$ cat src/svof_pkg.sv
package svof_pkg;

	typedef enum logic [1:0] {
		SVOF_FMT_5W = 2'h0,
		SVOF_FMT_4W = 2'h1,
		SVOF_FMT_8W = 2'h2
	} svof_fmt_t;

	typedef enum logic [6:0] {
		ST_IDLE = 7'h01,
		ST_ESC1 = 7'h02,
		ST_ESC2 = 7'h04,
		ST_SYNC = 7'h08,
		ST_CMD = 7'h10,
		ST_SUP1 = 7'h20,
		ST_SUP2 = 7'h40
	} svof_state_t;

	localparam int PIX_W = 10;
	localparam int BYTE_W = 8;
	localparam int LNUM_W = 12;
	localparam int HALF_W = 6;
	localparam int BIT_FIELD_PIN = 5;
	localparam int BIT_LINE_PIN = 6;
	localparam int BIT_TOP_PIN = 7;

	localparam logic [2:0] END_OF_LINE_CODE = 3'h0;
	localparam logic [2:0] EMPTY_LINE_CODE = 3'h1;
	localparam logic [2:0] DARK_REFERENCE_LINE_CODE = 3'h2;
	localparam logic [2:0] IMAGE_LINE_CODE = 3'h3;
	localparam logic [2:0] EVEN_FIELD_BEGIN_CODE = 3'h4;
	localparam logic [2:0] EVEN_FIELD_FINISH_CODE = 3'h5;
	localparam logic [2:0] ODD_FIELD_BEGIN_CODE = 3'h6;
	localparam logic [2:0] ODD_FIELD_FINISH_CODE = 3'h7;

	localparam logic [7:0] ESC_BYTE = 8'hFF;
	localparam logic [7:0] SYNC_BYTE = 8'h00;
	localparam logic [7:0] TRAIL_BYTE = 8'hFF;
	localparam logic [7:0] NULL_BYTE = 8'h00;
	localparam logic [1:0] LOW_PAD = 2'h0;
	localparam logic CMD_MARK = 1'b1;
	localparam logic SUP_LEAD = 1'b0;
	localparam logic [9:0] PIX10_MIN = 10'h001;
	localparam logic [9:0] PIX10_MAX = 10'h3FE;
	localparam logic [7:0] PIX8_MIN = 8'h01;
	localparam logic [7:0] PIX8_MAX = 8'hFE;
	localparam logic [4:0] OE_NONE = 5'h00;
	localparam logic [4:0] OE_4W = 5'h0F;
	localparam logic [4:0] OE_ALL = 5'h1F;
	localparam logic [11:0] LNUM_FIRST = 12'h000;
	localparam logic [11:0] LNUM_STEP = 12'h001;

	typedef struct packed {
		logic isEnd;
		logic [2:0] code;
		logic [9:0] average;
	} svof_ctl_req_t;

	typedef struct packed {
		logic [4:0] data;
		logic [4:0] oe;
		logic fieldPin;
		logic linePin;
		logic topPin;
	} svof_pins_t;

endpackage : svof_pkg

$ cat src/svof_video_formatter.sv
`timescale 1ns/1ps
module svof_video_formatter import svof_pkg::*; (
	input wire logic sys_clk,
	input wire logic rstn,
	input wire svof_fmt_t cfgFormat,
	input wire logic cfgPalNtsc,
	input wire logic busEnable,
	input wire logic pixValid,
	input wire logic [9:0] pixData,
	output logic pixTaken,
	input wire logic ctlValid,
	input wire svof_ctl_req_t ctlReq,
	output logic ctlTaken,
	output svof_pins_t vidPins
);

	////////////////////////////////////////////////////////////////////////////////
	// Declarations.

	svof_state_t state_q;
	logic [9:0] word_q;
	logic wordValid_q;
	svof_ctl_req_t req_q;
	logic [11:0] lineNum_q;
	svof_fmt_t fieldFmt_q;
	logic pixTaken_q;
	logic ctlTaken_q;
	logic lineFlag_q;
	logic fieldFlag_q;
	svof_pins_t pins_q;

	logic serReady;
	logic serBusy;
	logic [7:0] serBeat;
	logic [7:0] cmdByte;
	logic slotFree;
	logic serIdle;
	logic ctlPending;
	logic ctlGo;
	logic pixGo;
	logic load;
	logic [2:0] effCode;
	logic fieldBegin;
	logic [9:0] nextWord;
	logic [5:0] lineHi;
	logic [5:0] lineLo;

	////////////////////////////////////////////////////////////////////////////////
	// Pixel clipping keeps the escape codes out of the pixel stream in the 4- and 8-wire formats; the 5-wire clip only removes 10'h000 and 10'h3FF.

	function automatic logic [9:0] clipPixel(input svof_fmt_t f, input logic [9:0] v);
		logic [7:0] top;
		top = v[PIX_W-1 -: BYTE_W];
		if (f == SVOF_FMT_5W) begin
			if (v < PIX10_MIN) begin
				clipPixel = PIX10_MIN;
			end else if (v > PIX10_MAX) begin
				clipPixel = PIX10_MAX;
			end else begin
				clipPixel = v;
			end
		end else begin
			if (top < PIX8_MIN) begin
				top = PIX8_MIN;
			end else if (top > PIX8_MAX) begin
				top = PIX8_MAX;
			end
			clipPixel = {top, LOW_PAD};
		end
	endfunction : clipPixel

	////////////////////////////////////////////////////////////////////////////////
	// Request arbitration.

	assign slotFree = !wordValid_q || serReady;
	assign serIdle = !wordValid_q && !serBusy;
	assign ctlPending = ctlValid && !ctlTaken_q;

	// Odd field codes fall back to even ones outside the interlaced modes.
	always_comb begin
		effCode = ctlReq.code;
		if (ctlReq.isEnd) begin
			effCode = END_OF_LINE_CODE;
		end else if (!cfgPalNtsc && ctlReq.code == ODD_FIELD_BEGIN_CODE) begin
			effCode = EVEN_FIELD_BEGIN_CODE;
		end else if (!cfgPalNtsc && ctlReq.code == ODD_FIELD_FINISH_CODE) begin
			effCode = EVEN_FIELD_FINISH_CODE;
		end
	end

	assign fieldBegin = !ctlReq.isEnd && (effCode == EVEN_FIELD_BEGIN_CODE || effCode == ODD_FIELD_BEGIN_CODE);

	// A field start waits for the serializer to drain so the format switch never splits a word.
	assign ctlGo = (state_q == ST_IDLE) && ctlPending && slotFree && (!fieldBegin || serIdle);
	assign pixGo = (state_q == ST_IDLE) && !ctlPending && pixValid && !pixTaken_q && slotFree;
	assign load = pixGo || ((state_q != ST_IDLE) && slotFree);

	////////////////////////////////////////////////////////////////////////////////
	// Word selection for each step of a control sequence.

	assign lineHi = lineNum_q[LNUM_W-1 -: HALF_W];
	assign lineLo = lineNum_q[HALF_W-1:0];

	svof_cmd_encoder u_cmd (
		.ctlBits(req_q.code),
		.cmdByte(cmdByte)
	);

	always_comb begin
		nextWord = {NULL_BYTE, LOW_PAD};
		case (state_q)
			ST_ESC1: begin
				nextWord = {ESC_BYTE, LOW_PAD};
			end
			ST_ESC2: begin
				nextWord = {ESC_BYTE, LOW_PAD};
			end
			ST_SYNC: begin
				nextWord = {SYNC_BYTE, LOW_PAD};
			end
			ST_CMD: begin
				nextWord = {cmdByte, LOW_PAD};
			end
			ST_SUP1: begin
				if (req_q.isEnd) begin
					nextWord = {req_q.average[PIX_W-1 -: BYTE_W], LOW_PAD};
				end else begin
					nextWord = {SUP_LEAD, lineHi, ~^lineHi, LOW_PAD};
				end
			end
			ST_SUP2: begin
				if (req_q.isEnd) begin
					nextWord = {TRAIL_BYTE, LOW_PAD};
				end else begin
					nextWord = {SUP_LEAD, lineLo, ~^lineLo, LOW_PAD};
				end
			end
			ST_IDLE: begin
				nextWord = clipPixel(fieldFmt_q, pixData);
			end
			default: begin
				nextWord = {NULL_BYTE, LOW_PAD};
			end
		endcase
	end

	////////////////////////////////////////////////////////////////////////////////
	// Sequence state.

	always_ff @(posedge sys_clk or negedge rstn) begin
		if (!rstn) begin
			state_q <= ST_IDLE;
		end else begin
			case (state_q)
				ST_IDLE: begin
					if (ctlGo) begin
						state_q <= ST_ESC1;
					end
				end
				ST_ESC1: begin
					if (slotFree) begin
						state_q <= ST_ESC2;
					end
				end
				ST_ESC2: begin
					if (slotFree) begin
						state_q <= ST_SYNC;
					end
				end
				ST_SYNC: begin
					if (slotFree) begin
						state_q <= ST_CMD;
					end
				end
				ST_CMD: begin
					if (slotFree) begin
						state_q <= ST_SUP1;
					end
				end
				ST_SUP1: begin
					if (slotFree) begin
						state_q <= ST_SUP2;
					end
				end
				ST_SUP2: begin
					if (slotFree) begin
						state_q <= ST_IDLE;
					end
				end
				default: begin
					state_q <= ST_IDLE;
				end
			endcase
		end
	end

	always_ff @(posedge sys_clk or negedge rstn) begin
		if (!rstn) begin
			word_q <= 10'h000;
			wordValid_q <= 1'b0;
		end else if (load) begin
			word_q <= nextWord;
			wordValid_q <= 1'b1;
		end else if (serReady) begin
			wordValid_q <= 1'b0;
		end
	end

	always_ff @(posedge sys_clk or negedge rstn) begin
		if (!rstn) begin
			req_q <= '0;
		end else if (ctlGo) begin
			req_q.isEnd <= ctlReq.isEnd;
			req_q.code <= effCode;
			req_q.average <= ctlReq.average;
		end
	end

	always_ff @(posedge sys_clk or negedge rstn) begin
		if (!rstn) begin
			lineNum_q <= LNUM_FIRST;
		end else if (ctlGo && fieldBegin) begin
			lineNum_q <= LNUM_FIRST;
		end else if (ctlGo && !ctlReq.isEnd) begin
			lineNum_q <= lineNum_q + LNUM_STEP;
		end
	end

	always_ff @(posedge sys_clk or negedge rstn) begin
		if (!rstn) begin
			fieldFmt_q <= SVOF_FMT_5W;
		end else if (ctlGo && fieldBegin) begin
			fieldFmt_q <= cfgFormat;
		end
	end

	always_ff @(posedge sys_clk or negedge rstn) begin
		if (!rstn) begin
			pixTaken_q <= 1'b0;
			ctlTaken_q <= 1'b0;
		end else begin
			pixTaken_q <= pixGo;
			ctlTaken_q <= ctlGo;
		end
	end

	always_ff @(posedge sys_clk or negedge rstn) begin
		if (!rstn) begin
			lineFlag_q <= 1'b0;
			fieldFlag_q <= 1'b0;
		end else if (ctlGo) begin
			lineFlag_q <= !ctlReq.isEnd;
			fieldFlag_q <= fieldBegin;
		end else if (state_q == ST_SUP2 && slotFree) begin
			lineFlag_q <= 1'b0;
			fieldFlag_q <= 1'b0;
		end
	end

	////////////////////////////////////////////////////////////////////////////////
	// Serializer and pin register.

	svof_nibble_serializer u_ser (
		.sys_clk(sys_clk),
		.rstn(rstn),
		.fmt(fieldFmt_q),
		.wordIn(word_q),
		.wordValid(wordValid_q),
		.wordReady(serReady),
		.busy(serBusy),
		.beat(serBeat)
	);

	// In the 8-wire format the indicator pins carry data bits instead.
	always_ff @(posedge sys_clk or negedge rstn) begin
		if (!rstn) begin
			pins_q <= '0;
		end else begin
			pins_q.data <= serBeat[4:0];
			pins_q.oe <= !busEnable ? OE_NONE : (fieldFmt_q == SVOF_FMT_4W) ? OE_4W : OE_ALL;
			if (fieldFmt_q == SVOF_FMT_8W) begin
				pins_q.fieldPin <= serBeat[BIT_FIELD_PIN];
				pins_q.linePin <= serBeat[BIT_LINE_PIN];
				pins_q.topPin <= serBeat[BIT_TOP_PIN];
			end else begin
				pins_q.fieldPin <= fieldFlag_q;
				pins_q.linePin <= lineFlag_q;
				pins_q.topPin <= 1'b0;
			end
		end
	end

	assign vidPins = pins_q;
	assign pixTaken = pixTaken_q;
	assign ctlTaken = ctlTaken_q;
endmodule : svof_video_formatter

$ cat src/svof_cmd_encoder.sv
`timescale 1ns/1ps
module svof_cmd_encoder import svof_pkg::*; (
	input wire logic [2:0] ctlBits,
	output logic [7:0] cmdByte
);
	logic [3:0] check;

	assign check[0] = ^ctlBits;
	assign check[1] = ctlBits[2] ^ ctlBits[1];
	assign check[2] = ctlBits[2] ^ ctlBits[0];
	assign check[3] = ctlBits[1] ^ ctlBits[0];
	assign cmdByte = {CMD_MARK, ctlBits, check};
endmodule : svof_cmd_encoder

$ cat src/svof_nibble_serializer.sv
`timescale 1ns/1ps
module svof_nibble_serializer import svof_pkg::*; (
	input wire logic sys_clk,
	input wire logic rstn,
	input wire svof_fmt_t fmt,
	input wire logic [9:0] wordIn,
	input wire logic wordValid,
	output logic wordReady,
	output logic busy,
	output logic [7:0] beat
);
	logic [9:0] hold_q;
	logic phase_q;
	logic busy_q;
	logic lastBeat;

	assign lastBeat = (fmt == SVOF_FMT_8W) || phase_q;
	assign wordReady = !busy_q || lastBeat;
	assign busy = busy_q;

	always_ff @(posedge sys_clk or negedge rstn) begin
		if (!rstn) begin
			hold_q <= 10'h000;
			busy_q <= 1'b0;
			phase_q <= 1'b0;
		end else if (wordValid && wordReady) begin
			hold_q <= wordIn;
			busy_q <= 1'b1;
			phase_q <= 1'b0;
		end else if (busy_q && lastBeat) begin
			busy_q <= 1'b0;
			phase_q <= 1'b0;
		end else if (busy_q) begin
			phase_q <= 1'b1;
		end
	end

	// Idle cycles carry null bytes, which the host skips between lines.
	always_comb begin
		beat = NULL_BYTE;
		if (busy_q) begin
			case (fmt)
				SVOF_FMT_5W: beat = phase_q ? {3'h0, hold_q[4:0]} : {3'h0, hold_q[9:5]};
				SVOF_FMT_4W: beat = phase_q ? {4'h0, hold_q[5:2]} : {4'h0, hold_q[9:6]};
				default: beat = hold_q[PIX_W-1 -: BYTE_W];
			endcase
		end
	end
endmodule : svof_nibble_serializer

$ cat config.mk
export PLATFORM = sky130hd
export DESIGN_NAME = svof_video_formatter
export DESIGN_NICKNAME = d
export VERILOG_FILES = /design/src/svof_pkg.sv /design/src/svof_video_formatter.sv /design/src/svof_cmd_encoder.sv /design/src/svof_nibble_serializer.sv
export SDC_FILE = /design/constraint.sdc
export NUM_CORES = 1
export LEC_CHECK = 0
export BUFFER_PORTS_ARGS = -buffer_cell sky130_fd_sc_hd__buf_2
export CAP_MARGIN = 20
export CORE_MARGIN = 2
export CORE_UTILIZATION = 40
export CTS_CLUSTER_DIAMETER = 30
export DETAILED_ROUTE_END_ITERATION = 7
export PLACE_DENSITY_LB_ADDON = 0.08
export SLEW_MARGIN = 10
export SYNTH_ARGS = -nofsm -noshare
export SYNTH_HDL_FRONTEND = slang
export SYNTH_HIERARCHICAL = 1
export SYNTH_SLANG_ARGS = --single-unit
$ cat constraint.sdc
create_clock -name sys_clk -period 6.03 [get_ports sys_clk]
set_clock_uncertainty 0.05 [all_clocks]
set_input_delay 0.9045 -clock sys_clk [delete_from_list [all_inputs] [get_ports sys_clk]]
set_output_delay 0.9045 -clock sys_clk [all_outputs]
set_load 0.03 [all_outputs]
==> metrics.log, run 1 <==
INFO  metric run_status = complete, no violations
INFO  metric grt_first_pass_wirelength = 14.3 mm
INFO  metric peakVddDrop = 0.000220 V
INFO  metric chipHeight = 102 um
INFO  metric holdBufCountCts = 0
INFO  metric n_fill_cell = 934
INFO  metric synth_edf_count = 0
INFO  metric rsz_0062_raised_after_global_routing = false
INFO  metric grt_max_degree = 71
INFO  metric max_slew.worst_pin.slew = 0.906 ns
INFO  metric synth.top_cells.by_count = sky130_fd_sc_hd__dfrtp_1, sky130_fd_sc_hd__nor2_1, sky130_fd_sc_hd__o21ai_0
INFO  metric yosys_most_used_dff = sky130_fd_sc_hd__dfrtp_1
INFO  metric port_buffers = 44
INFO  metric ant_nets = 0
INFO  metric route.detailed.vias_per_inst = 5.23
INFO  metric cellPowerDensity = 489 nW/um^2
INFO  metric layout-drive-gt1-share = 23.1%
INFO  metric synth_cell_types = 56
INFO  metric postSynthCellCount = 377
INFO  metric die_area = 10400 um^2
INFO  metric required = 6.22 ns
INFO  metric worstSetupStartpointType = flip-flop
INFO  metric yosysWarningCount = 6
INFO  metric post-route-period-util = 55.4%
INFO  metric power.static_leakage = 0.00197 uW
INFO  metric cts_made_buffers = 9
INFO  metric max_clock_freq = 299 MHz
INFO  metric setup_total_negative_slack = 0 ns
INFO  metric syn2layout_area_growth = 12.6%
INFO  metric cts.htree.levels = 3
INFO  metric grt.overflow.total = 0
INFO  metric place_ws = 2.70 ns
INFO  metric clk_root_buffer_cell = sky130_fd_sc_hd__clkbuf_8
INFO  metric finalHoldViolations = 0
INFO  metric wl_per_cell = 15.6 um
INFO  metric timing.critical_path.fanout_max = 17
INFO  metric grt_pass1_vias = 2836
INFO  metric antenna_cells = 0
INFO  metric yosysMostFrequentCell = sky130_fd_sc_hd__dfrtp_1
INFO  metric mappedNetlistArea = 3830 um^2
INFO  metric crit_path_frequent_cell = sky130_fd_sc_hd__nand3_1
INFO  metric clock_insertion_delay_worst_skew = 0.35 ns
INFO  metric post-route-cell-area = 4310 um^2
INFO  metric synth_top_area_share = 45.1%
INFO  metric rows = 35
INFO  metric syn_avg_cell_area = 10.2 um^2
INFO  metric ordered_list_of_cells_on_the_worst_path = inv_1 -> nand3_1 -> nand2b_1 -> o311ai_2 -> nor2_2 -> nand3_1 -> o41ai_1
INFO  metric finish.net_count = 444
INFO  metric track_usage = 17.8%
INFO  metric detailed_place.area = 4070 um^2
INFO  metric tritoncts = yes
INFO  metric ioPinCount = 47
INFO  metric critPathKind = reg2reg
INFO  metric die-width = 102 um
INFO  metric fin_crit_period = 3.34 ns
INFO  metric critPathCaptureType = flip-flop
INFO  metric ys_seq_area_share = 45.8%
INFO  metric postCtsSetupRepairBufs = 0
INFO  metric dp_hpwl = 6.15 mm
INFO  metric setup_slack = 2.69 ns
INFO  metric area_of_the_core_region = 9280 um^2
INFO  metric globalplace.congestion = 0.827
INFO  metric drcViolationCount = 0
INFO  metric post_synth_main_area_contributors = sky130_fd_sc_hd__dfrtp_1, sky130_fd_sc_hd__mux2_2, sky130_fd_sc_hd__mux2_4
INFO  metric path_delay_family = simple AND/OR/NAND/NOR gates
INFO  metric critical_path_s_largest_stage_delay = 0.69 ns
INFO  metric start_util = 41.3%
INFO  metric firstDrtPassIters = 4
INFO  metric yosys_reg_bits = 70
INFO  metric route.vias.total = 2830
INFO  metric slew_headroom = 39.5%
INFO  metric clk_pin_slew_worst_paths = 0.08 ns
INFO  metric hold_wc_path_type = reg2reg
INFO  metric worst-path-buf-inv = 1
INFO  metric cell_type_with_the_highest_aggregate_area_in_the_netlist = sky130_fd_sc_hd__dfrtp_1
INFO  metric cts-resized-gates = 0
INFO  metric maxCapViolations = 0
INFO  metric ys_async_sr_fraction = 100%
INFO  metric finalWirelength = 8.43 mm
INFO  metric setup-violations-final = 0
INFO  metric antenna_violations_before_repair = 0
INFO  metric critPathSlowestCell = sky130_fd_sc_hd__nor2_2
INFO  metric ctsLongestPathBuffers = 2
INFO  metric worst_ep_arrival = 3.53 ns
INFO  metric clock-sinks = 70
INFO  metric drv_slew = 0
INFO  metric drt_first_iter_violations = 191
INFO  metric synth_fp_nets = 414
-- cells in the final DEF, fill, tap and decap left out, drive strengths merged, types with 3 or more instances in the layout --
master	count
a22oi	4
a21oi	7
o211ai	3
nor2b	3
a211oi	9
buf	45
nor2	31
xor2	6
nand4	5
o31ai	7
a22o	3
nand2b	9
ha	5
o22ai	3
nand2	25
or4	5
and2	3
xnor2	3
mux2	25
and3	5
bufinv	3
o221ai	10
inv	16
dfrtp	69
clkbuf	11
o21ai	35
nor3	6
nand3	15
nor4	3
mux2i	12
-- cell type report --
type | count | area, um^2 | share of cell area, %
Clock buffer | 11 | 141 | 3.28
Inverter | 16 | 60.1 | 1.39
Multi-Input combinational cell | 265 | 1860 | 43.2
Tap cell | 129 | 161 | 3.74
Timing Repair Buffer | 45 | 228 | 5.28
Clock inverter | 5 | 106 | 2.47
Sequential cell | 70 | 1750 | 40.6
-- worst paths after layout --
check / start / to / slack (ns) / depth (start not counted)
worst max-delay path: u_ser/phase_q / lineNum_q[5] / 2.69 / 7
worst min-delay path: word_q[8] / word_q[8] / 0.43 / 2
worst max register to register: u_ser/phase_q / lineNum_q[5] / 2.69 / 7
worst min register to register: word_q[8] / word_q[8] / 0.43 / 2
max in group asynchronous: rstn / req_q[5] / 4.63 / 2
min in group asynchronous: rstn / vidPins[6] / 0.70 / 2
-- power by group --
group | total (uW) | internal (uW) | leakage, uW | switching [uW]
Clock | 465 | 287 | 0.000120 | 178
Sequential | 808 | 630 | 0.000916 | 178
Combinational | 836 | 380 | 0.000933 | 456
Total | 2110 | 1300 | 0.00197 | 812
-- logic make-up (layout without fill, tap and decap cells) --
logic type,Yosys count,count (layout),synth area share (%)
DFF,70,70,45.8
muxes,37,37,11.5
adders and majority gates,5,5,1.63
buffers and inverters,42,77,5.62
xor gates and xnor gates,11,11,3.27
AOI/OAI and AO/OA,92,92,16.2
other,1,1,0.0979
and+or+nand+nor,119,119,16.0
-- state kept, by name (all words and copies together) (netlist names) --
name / count
u_ser/hold_q: 10
lineFlag_q: 1
wordValid_q: 1
lineNum_q: 12
req_q: 12
word_q: 10
ctlTaken: 1
fieldFlag_q: 1
pixTaken: 1
state_q: 7
vidPins: 10
u_ser/phase_q: 1
fieldFmt_q: 2
u_ser/busy: 1
-- layer usage --
metal  GRT usage [%]  vias up  routed length [um]
met5               0        -                   0
met4            5.03        0                  85
met3            4.92        5                 355
met2            30.1       57                4090
met1            22.5     1343                3900
li1                -     1425                   -
-- metrics by stage --
| step | total power (uW) | utilization, % | cells | hold WS [ns] |
|---|---|---|---|---|
| floorplan | 1480 | - | 377 | 0.406 |
| global placement | 1650 | 43.8 | 525 | 0.418 |
| detailed placement | 1660 | 43.8 | 525 | 0.425 |
| CTS | 2130 | 46.5 | 541 | 0.442 |
| global route | 2280 | 46.5 | 541 | 0.460 |
| finish | 2110 | 46.5 | 541 | 0.432 |
-- tightest hold or removal path, stage by stage, from the launching register on --
cell and delay (ns):
sky130_fd_sc_hd__dfrtp_1 0.34, sky130_fd_sc_hd__nand2_1 0.05, sky130_fd_sc_hd__o21ai_1 0.06
(Power assumes the default switching activity.)
==> inputs of run 2 (changes only) <==
- ABC_AREA: default -> 1
- clock period: 6.03 -> 2.93 ns (I/O delays scaled with it)
==> run 2 against run 1 <==
Global-route usage is 0.42 points higher. Flip-flop and latch count is the same. Final cell count increased by 35%. Critical endpoint is now fieldFmt_q[0].
==> metrics.log, run 2 <==
INFO  metric clk_root_buffer_cell = sky130_fd_sc_hd__clkbuf_8
INFO  metric yosysWarningCount = 6 (unchanged)
INFO  metric critical_path_s_largest_stage_delay = 0.64 ns (-0.05 ns)
INFO  metric synth_cell_types = 33 (-41%)
INFO  metric worst_ep_arrival = 2.42 ns (-1.11 ns)
INFO  metric clock-sinks = 70 (unchanged)
INFO  metric cellPowerDensity = 998 nW/um^2 (+100%)
INFO  metric layout-drive-gt1-share = 14.8% (-8.3 points)
INFO  metric max_clock_freq = 447 MHz (+49%)
INFO  metric peakVddDrop = 0.000336 V (+53%)
INFO  metric grt_first_pass_wirelength = 15.7 mm (+10%)
INFO  metric finalWirelength = 9.42 mm (+12%)
INFO  metric area_of_the_core_region = 9730 um^2 (+4.8%)
INFO  metric required = 3.11 ns (-3.11 ns)
INFO  metric hold_ws = 0.0430 ns (-0.389 ns)
INFO  metric port_buffers = 44 (unchanged)
INFO  metric syn2layout_area_growth = 12.4%
INFO  metric dp_hpwl = 7.13 mm (+16%)
INFO  metric globalplace.congestion = 0.890 (+7.6%)
INFO  metric chipHeight = 104 um (+2.0%)
INFO  metric cts-resized-gates = 0 (unchanged)
INFO  metric yosys_reg_bits = 70 (unchanged)
INFO  metric die-width = 104 um (+2.0%)
INFO  metric drcViolationCount = 0 (unchanged)
INFO  metric synth_top_family_by_area = simple AND/OR/NAND/NOR gates
INFO  metric wl_per_cell = 12.9 um (-17%)
INFO  metric hold_wc_path_type = in2async
INFO  metric die_area = 10800 um^2 (+4.1%)
INFO  metric synth_top_area_share = 43.2% (-1.8 points)
INFO  metric critPathSlowestCell = sky130_fd_sc_hd__dfrtp_1
INFO  metric ctsLongestPathBuffers = 2 (unchanged)
INFO  metric post_synth_main_area_contributors = sky130_fd_sc_hd__dfrtp_1, sky130_fd_sc_hd__nand2_1, sky130_fd_sc_hd__nand3_1
INFO  metric crit_start = wordValid_q
INFO  metric route.vias.total = 3478 (+23%)
INFO  metric synth.area.mux_share = 0% (-11 points)
INFO  metric grt.overflow.total = 0 (unchanged)
INFO  metric grt_max_degree = 45 (-37%)
INFO  metric setup-violations-final = 0 (unchanged)
INFO  metric critPathCaptureType = flip-flop
INFO  metric yosys_most_used_dff = sky130_fd_sc_hd__dfrtp_1
INFO  metric fin_crit_period = 2.24 ns (-1.11 ns)
INFO  metric largestRegisters = lineNum_q x12, req_q x12
INFO  metric synthXorXnorAreaFrac = 2.63% (-0.64 points)
INFO  metric ioPinCount = 47 (unchanged)
INFO  metric source_of_the_worst_register_to_register_timing_path = wordValid_q
INFO  metric finalHoldViolations = 0 (unchanged)
INFO  metric antenna_cells = 0 (unchanged)
INFO  metric drv_slew = 0 (unchanged)
INFO  metric rsz_0062_raised_after_global_routing = false
INFO  metric clk_pin_slew_worst_paths = 0.08 ns (about the same)
INFO  metric firstDrtPassIters = 4 (unchanged)
INFO  metric antenna_violations_before_repair = 0 (unchanged)
INFO  metric ys_seq_area_share = 43.9% (-1.9 points)
INFO  metric postSynthCellCount = 550 (+46%)
INFO  metric synth.top_cells.by_count = sky130_fd_sc_hd__nand2_1, sky130_fd_sc_hd__dfrtp_1, sky130_fd_sc_hd__inv_1
INFO  metric post_route_total_power = 4480 uW (+110%)
INFO  metric synth_edf_count = 0 (unchanged)
INFO  metric slew_headroom = 58.7% (+19 points)
INFO  metric route.detailed.vias_per_inst = 4.78 (-8.7%)
INFO  metric worstSetupStartpointType = flip-flop
INFO  metric power.static_leakage = 0.00244 uW (+24%)
INFO  metric ys_async_sr_fraction = 100% (unchanged)
INFO  metric synth_fa_ha_area_share = 1.57% (-0.067 points)
INFO  metric critPathKind = reg2reg
INFO  metric rows = 36 (+2.9%)
INFO  metric post-route-period-util = 76.3% (+21 points)
INFO  metric tritoncts = yes
INFO  metric ordered_list_of_cells_on_the_worst_path = inv_1 -> nor2_4 -> nor2_1 -> nand3_4 -> inv_4 -> nand2_2 -> inv_1 -> nand2_1 -> o21ai_0
INFO  metric most-common-layout-cells = sky130_fd_sc_hd__nand2_1, sky130_fd_sc_hd__dfrtp_1, sky130_fd_sc_hd__inv_1
INFO  metric drt_first_iter_violations = 111 (-42%)
INFO  metric cts.htree.levels = 3 (unchanged)
INFO  metric synth_fp_nets = 587 (+42%)
INFO  metric synth_compound_gate_area_share = 5.70% (-10 points)
INFO  metric start_util = 41.1% (-0.20 points)
INFO  metric holdBufCountCts = 0 (unchanged)
INFO  metric postCtsSetupRepairBufs = 0 (unchanged)
INFO  metric grt_pass1_vias = 3289 (+16%)
INFO  metric finish.net_count = 627 (+41%)
INFO  metric maxCapViolations = 0 (unchanged)
INFO  metric ant_nets = 0 (unchanged)
INFO  metric run_status = complete, no violations
INFO  metric yosysMostFrequentCell = sky130_fd_sc_hd__nand2_1
INFO  metric timing.critical_path.fanout_max = 16 (-1)
INFO  metric crit_path_frequent_cell = sky130_fd_sc_hd__inv_1
INFO  metric max_slew.worst_pin.slew = 0.620 ns (-0.286 ns)
INFO  metric detailed_place.area = 4260 um^2 (+4.8%)
INFO  metric syn_avg_cell_area = 7.26 um^2 (-29%)
INFO  metric cts_made_buffers = 9 (unchanged)
INFO  metric yosys.area_share.simple = 35.9% (+20 points)
INFO  metric cell_type_with_the_highest_aggregate_area_in_the_netlist = sky130_fd_sc_hd__dfrtp_1
INFO  metric most_frequent_standard_cell_in_the_layout_excluding_fill_and_tap_cells = sky130_fd_sc_hd__nand2_1
INFO  metric track_usage = 18.2% (+0.42 points)
INFO  metric setup_total_negative_slack = 0 ns (unchanged)
INFO  metric mappedNetlistArea = 4000 um^2 (+4.3%)
INFO  metric clock_insertion_delay_worst_skew = 0.36 ns (about the same)
INFO  metric post-route-cell-area = 4490 um^2 (+4.1%)
==> run 2: cell count changes after synthesis, sizes merged, moves of 6 or more <==
cell	before	now
a211oi	9	0
clkbuf	11	5
inv	16	64
mux2	25	0
mux2i	12	0
nand2	25	217
nand2b	9	0
nand3	15	51
nor2	31	54
o221ai	10	0
o31ai	7	1
xor2	6	12
==> run 2: critical path, delay by kind of cell, from the launching register on <==
kind | cells | cell delay, ns
AO/OA/AOI/OAI | 1 | 0.08
AND/OR/NAND/NOR | 5 | 0.92
flip-flops | 1 | 0.64
buffers and inverters | 3 | 0.43
==> run 2: per-layer routing <==
metal / routed length [um] / GRT usage, %
met3: 418 / 3.51
met5: 0 / 0
met1: 4310 / 23.2
met2: 4500 / 30.6
met4: 205 / 7.14
==> run 2: worst paths after layout <==
kind,to,slack [ns],depth (start not counted)
setup / recovery,fieldFmt_q[0],0.69,9
hold / removal,vidPins[7],0.04,1
setup reg to reg,fieldFmt_q[0],0.69,9
hold reg to reg,u_ser/hold_q[1],0.43,2
max in group asynchronous,state_q[0],2.09,2
min in group sys_clk,vidPins[6],0.15,1
==> run 2: power by group <==
part           total [uW]  internal (uW)  leakage [uW]  switching (uW)
logic                1910            617       0.00143            1290
registers            1660           1330      0.000904             329
clock network         913            508      0.000110             404
==> run 2: metrics by stage <==
| step | util [%] | cells | worst slack (ns) |
|---|---|---|---|
| CTS | 46.2 | 728 | 0.674 |
| finish | 46.2 | 728 | 0.694 |
| global placement | 43.8 | 712 | 0.693 |
| floorplan | - | 550 | 1.07 |
| global route | 46.2 | 728 | 0.466 |
| detailed placement | 43.8 | 712 | 0.685 |
==> run 2: cells by family after synthesis <==
group                      count (synthesis)
xor gates and xnor gates                  12
DFF                                       70
AOI/OAI and AO/OA                         43
other                                      1
buffers and inverters                     84
and+or+nand+nor                          335
adders and majority gates                  5
==> run 2: layout make-up <==
cell class | count | area [um^2]
repair buffers | 48 | 263
multi-input cells | 396 | 1830
flip-flops and latches | 70 | 1750
inverters | 65 | 246
clock inverters | 6 | 92.6
well taps | 133 | 166
clock buffers | 10 | 138
fillers | 1039 | 5240
==> inputs of run 3 (changes only) <==
- clock period: 2.93 -> 1.8 ns (I/O delays scaled with it)
==> run 3 against run 2 <==
Sequential power increased by 52%. First-iteration DRC count rose by 13%. Non-clock buffer count grew 34. Worst setup slack got worse by 0.68 ns. Critical endpoint is now lineNum_q[8]. Routed wire length rose by 1.2%. Power is 71% higher. Via count up 2.0%. Flip-flop and latch count did not move.
==> metrics.log, run 3 (synthesis gave the netlist of run 2 again) <==
INFO  metric run_status = complete, no violations
INFO  metric setup-violations-final = 0 (unchanged)
INFO  metric place_ws = 0.00533 ns (-0.680 ns)
INFO  metric peakVddDrop = 0.000752 V (+120%)
INFO  metric post-route-cell-area = 4780 um^2 (+6.5%)
INFO  metric firstDrtPassIters = 4 (unchanged)
INFO  metric crit_path_frequent_cell = sky130_fd_sc_hd__nand2_1
INFO  metric postLayoutCoreUtil = 49.2% (+3.0 points)
INFO  metric clk_root_buffer_cell = sky130_fd_sc_hd__clkbuf_8
INFO  metric part_of_the_total_power_dissipated_in_combinational_logic = 48.6% (+6.0 points)
INFO  metric layout-drive-gt1-share = 20.0% (+5.2 points)
INFO  metric cellPowerDensity = 1600 nW/um^2 (+60%)
INFO  metric grt_first_pass_wirelength = 16.2 mm (+3.6%)
INFO  metric fin_crit_period = 1.79 ns (-0.448 ns)
INFO  metric track_usage = 18.8% (+0.61 points)
INFO  metric power_dissipated_by_switching_net_loads = 3320 uW (+64%)
INFO  metric dp_hpwl = 7.19 mm (+0.86%)
INFO  metric route.vias.total = 3548 (+2.0%)
INFO  metric critical_path_s_largest_stage_delay = 0.55 ns (-0.09 ns)
INFO  metric cts.htree.levels = 3 (unchanged)
INFO  metric globalplace.congestion = 0.876 (-1.5%)
INFO  metric max_clock_freq = 560 MHz (+25%)
INFO  metric most_frequent_standard_cell_in_the_layout_excluding_fill_and_tap_cells = sky130_fd_sc_hd__nand2_1
INFO  metric antenna_violations_before_repair = 0 (unchanged)
INFO  metric rsz_0062_raised_after_global_routing = true
INFO  metric ioPinCount = 47 (unchanged)
INFO  metric critPathKind = reg2reg
INFO  metric grt_max_degree = 71 (+58%)
INFO  metric most-common-layout-cells = sky130_fd_sc_hd__nand2_1, sky130_fd_sc_hd__dfrtp_1, sky130_fd_sc_hd__inv_1
INFO  metric drv_slew = 0 (unchanged)
INFO  metric clk_pin_slew_worst_paths = 0.07 ns (about the same)
INFO  metric route.detailed.vias_per_inst = 4.66 (-2.5%)
INFO  metric detailed_place.area = 4470 um^2 (+4.8%)
INFO  metric port_buffers = 44 (unchanged)
INFO  metric antenna_cells = 0 (unchanged)
INFO  metric post-route-period-util = 99.3% (+23 points)
INFO  metric clock-sinks = 70 (unchanged)
INFO  metric syn2layout_area_growth = 19.8%
INFO  metric finish.net_count = 661 (+5.4%)
INFO  metric critPathCaptureType = flip-flop
INFO  metric ctsLongestPathBuffers = 2 (unchanged)
INFO  metric required = 1.98 ns (-1.13 ns)
INFO  metric chipHeight = 104 um (unchanged)
INFO  metric ant_nets = 0 (unchanged)
INFO  metric clock_insertion_delay_worst_skew = 0.35 ns (about the same)
INFO  metric cts_made_buffers = 9 (unchanged)
INFO  metric worst_ep_arrival = 1.96 ns (-0.46 ns)
INFO  metric grt_pass1_vias = 3575 (+8.7%)
INFO  metric internal_power = 4330 uW (+77%)
INFO  metric hold_wc_path_type = in2reg
INFO  metric p_seq_share = 33.0% (-4.0 points)
INFO  metric area_of_the_core_region = 9730 um^2 (unchanged)
INFO  metric die-width = 104 um (unchanged)
INFO  metric rows = 36 (unchanged)
INFO  metric drt_first_iter_violations = 125 (+13%)
INFO  metric drcViolationCount = 0 (unchanged)
INFO  metric setup_slack = 0.0127 ns (-0.682 ns)
INFO  metric start_util = 41.1% (unchanged)
INFO  metric die_area = 10800 um^2 (unchanged)
INFO  metric ordered_list_of_cells_on_the_worst_path = inv_2 -> nor2_1 -> nand2_1 -> nor2_4 -> nand3_4 -> nor2_4 -> buf_4 -> nand2_1 -> nand2_1 -> a21oi_1
INFO  metric worst-path-buf-inv = 2 (-1)
INFO  metric worstSetupStartpointType = flip-flop
INFO  metric maxCapViolations = 0 (unchanged)
INFO  metric tritoncts = yes
INFO  metric largestRegisters = lineNum_q x12, req_q x12
INFO  metric grt.overflow.total = 0 (unchanged)
INFO  metric finalHoldViolations = 0 (unchanged)
INFO  metric finalWirelength = 9.53 mm (+1.2%)
INFO  metric wl_per_cell = 12.5 um (-3.4%)
INFO  metric path_delay_family = simple AND/OR/NAND/NOR gates
INFO  metric critPathSlowestCell = sky130_fd_sc_hd__dfstp_2
INFO  metric switching_share = 43.4% (-1.8 points)
INFO  metric timing.critical_path.fanout_max = 6 (-10)
INFO  metric power.clock.fraction = 18.4% (-2.0 points)
INFO  metric power.static_leakage = 0.00264 uW (+7.9%)
-- run 3: cell types whose count changed in the layout (fill, tap and decap cells not counted), sizes merged --
cell,before,now
inv,66,64
buf,48,80
clkbuf,10,12
dlygate4sd3,0,2
clkinvlp,2,1
clkinv,1,2
-- run 3: power groups by stage --
| stage | logic [uW] | clock network [uW] | registers, uW |
|---|---|---|---|
| floorplan | 2460 | 0 | 2720 |
| global placement | 3610 | 0 | 2550 |
| detailed placement | 3640 | 0 | 2560 |
| CTS | 3680 | 1460 | 2530 |
| global route | 4250 | 1520 | 2610 |
| finish | 3720 | 1410 | 2530 |
-- run 3: final timing paths --
kind                                end  slack, ns  cells past startpoint  startpoint
min in group asynchronous    state_q[4]       0.43                      3        rstn
setup reg to reg           lineNum_q[8]       0.01                     10  state_q[0]
hold / removal                 req_q[6]       0.06                      3   ctlReq[6]
setup / recovery           lineNum_q[8]       0.01                     10  state_q[0]
hold reg to reg               word_q[2]       0.43                      2   word_q[2]
max in group asynchronous  lineNum_q[9]       0.94                      3        rstn
-- run 3: cell type report --
cell class	instances	area, um^2
Tap cell	133	166
Clock buffer	12	145
Fill cell	997	4940
Inverter	65	250
Multi-Input combinational cell	396	1870
Timing Repair Buffer	82	534
Sequential cell	70	1750
Clock inverter	4	70.1
-- run 3: metrics by stage --
step | TNS (ns) | hold slack, ns | power, uW | instances
after CTS | 0 | 0.0427 | 7670 | 759
after global placement | 0 | 0.282 | 6160 | 739
final | 0 | 0.0616 | 7650 | 762
after detailed placement | 0 | 0.280 | 6200 | 739
after global routing | -1.27 | 0.0546 | 8380 | 762
after floorplan | 0 | -0.0756 | 5190 | 550
-- run 3: routing by layer --
layer	vias to the layer above	part of all wire [%]	wire [um]	GRT usage (%)
li1	1851	-	-	-
met1	1614	44	4230	22.2
met2	64	50	4760	32.9
met3	19	3.3	316	4.76
met4	0	2.4	225	7.43
met5	-	0	0	0
-- run 3: worst reg2reg max path: cells and delay by family (launching register included) --
kind | cells | cell delay, ns
and+or+nand+nor | 7 | 0.81
DFF | 1 | 0.55
buffers and inverters | 2 | 0.21
AOI/OAI and AO/OA | 1 | 0.06
-- run 3: timing repair --
item                                   in CTS  in global routing
endpoints found under the hold margin      70                  0
gates resized for setup                     0                 14
pin swaps                                   1                  5
gates cloned                                0                  0
buffers inserted                            2                  3
setup endpoints to repair                   2                 31
hold buffers                                2                  0
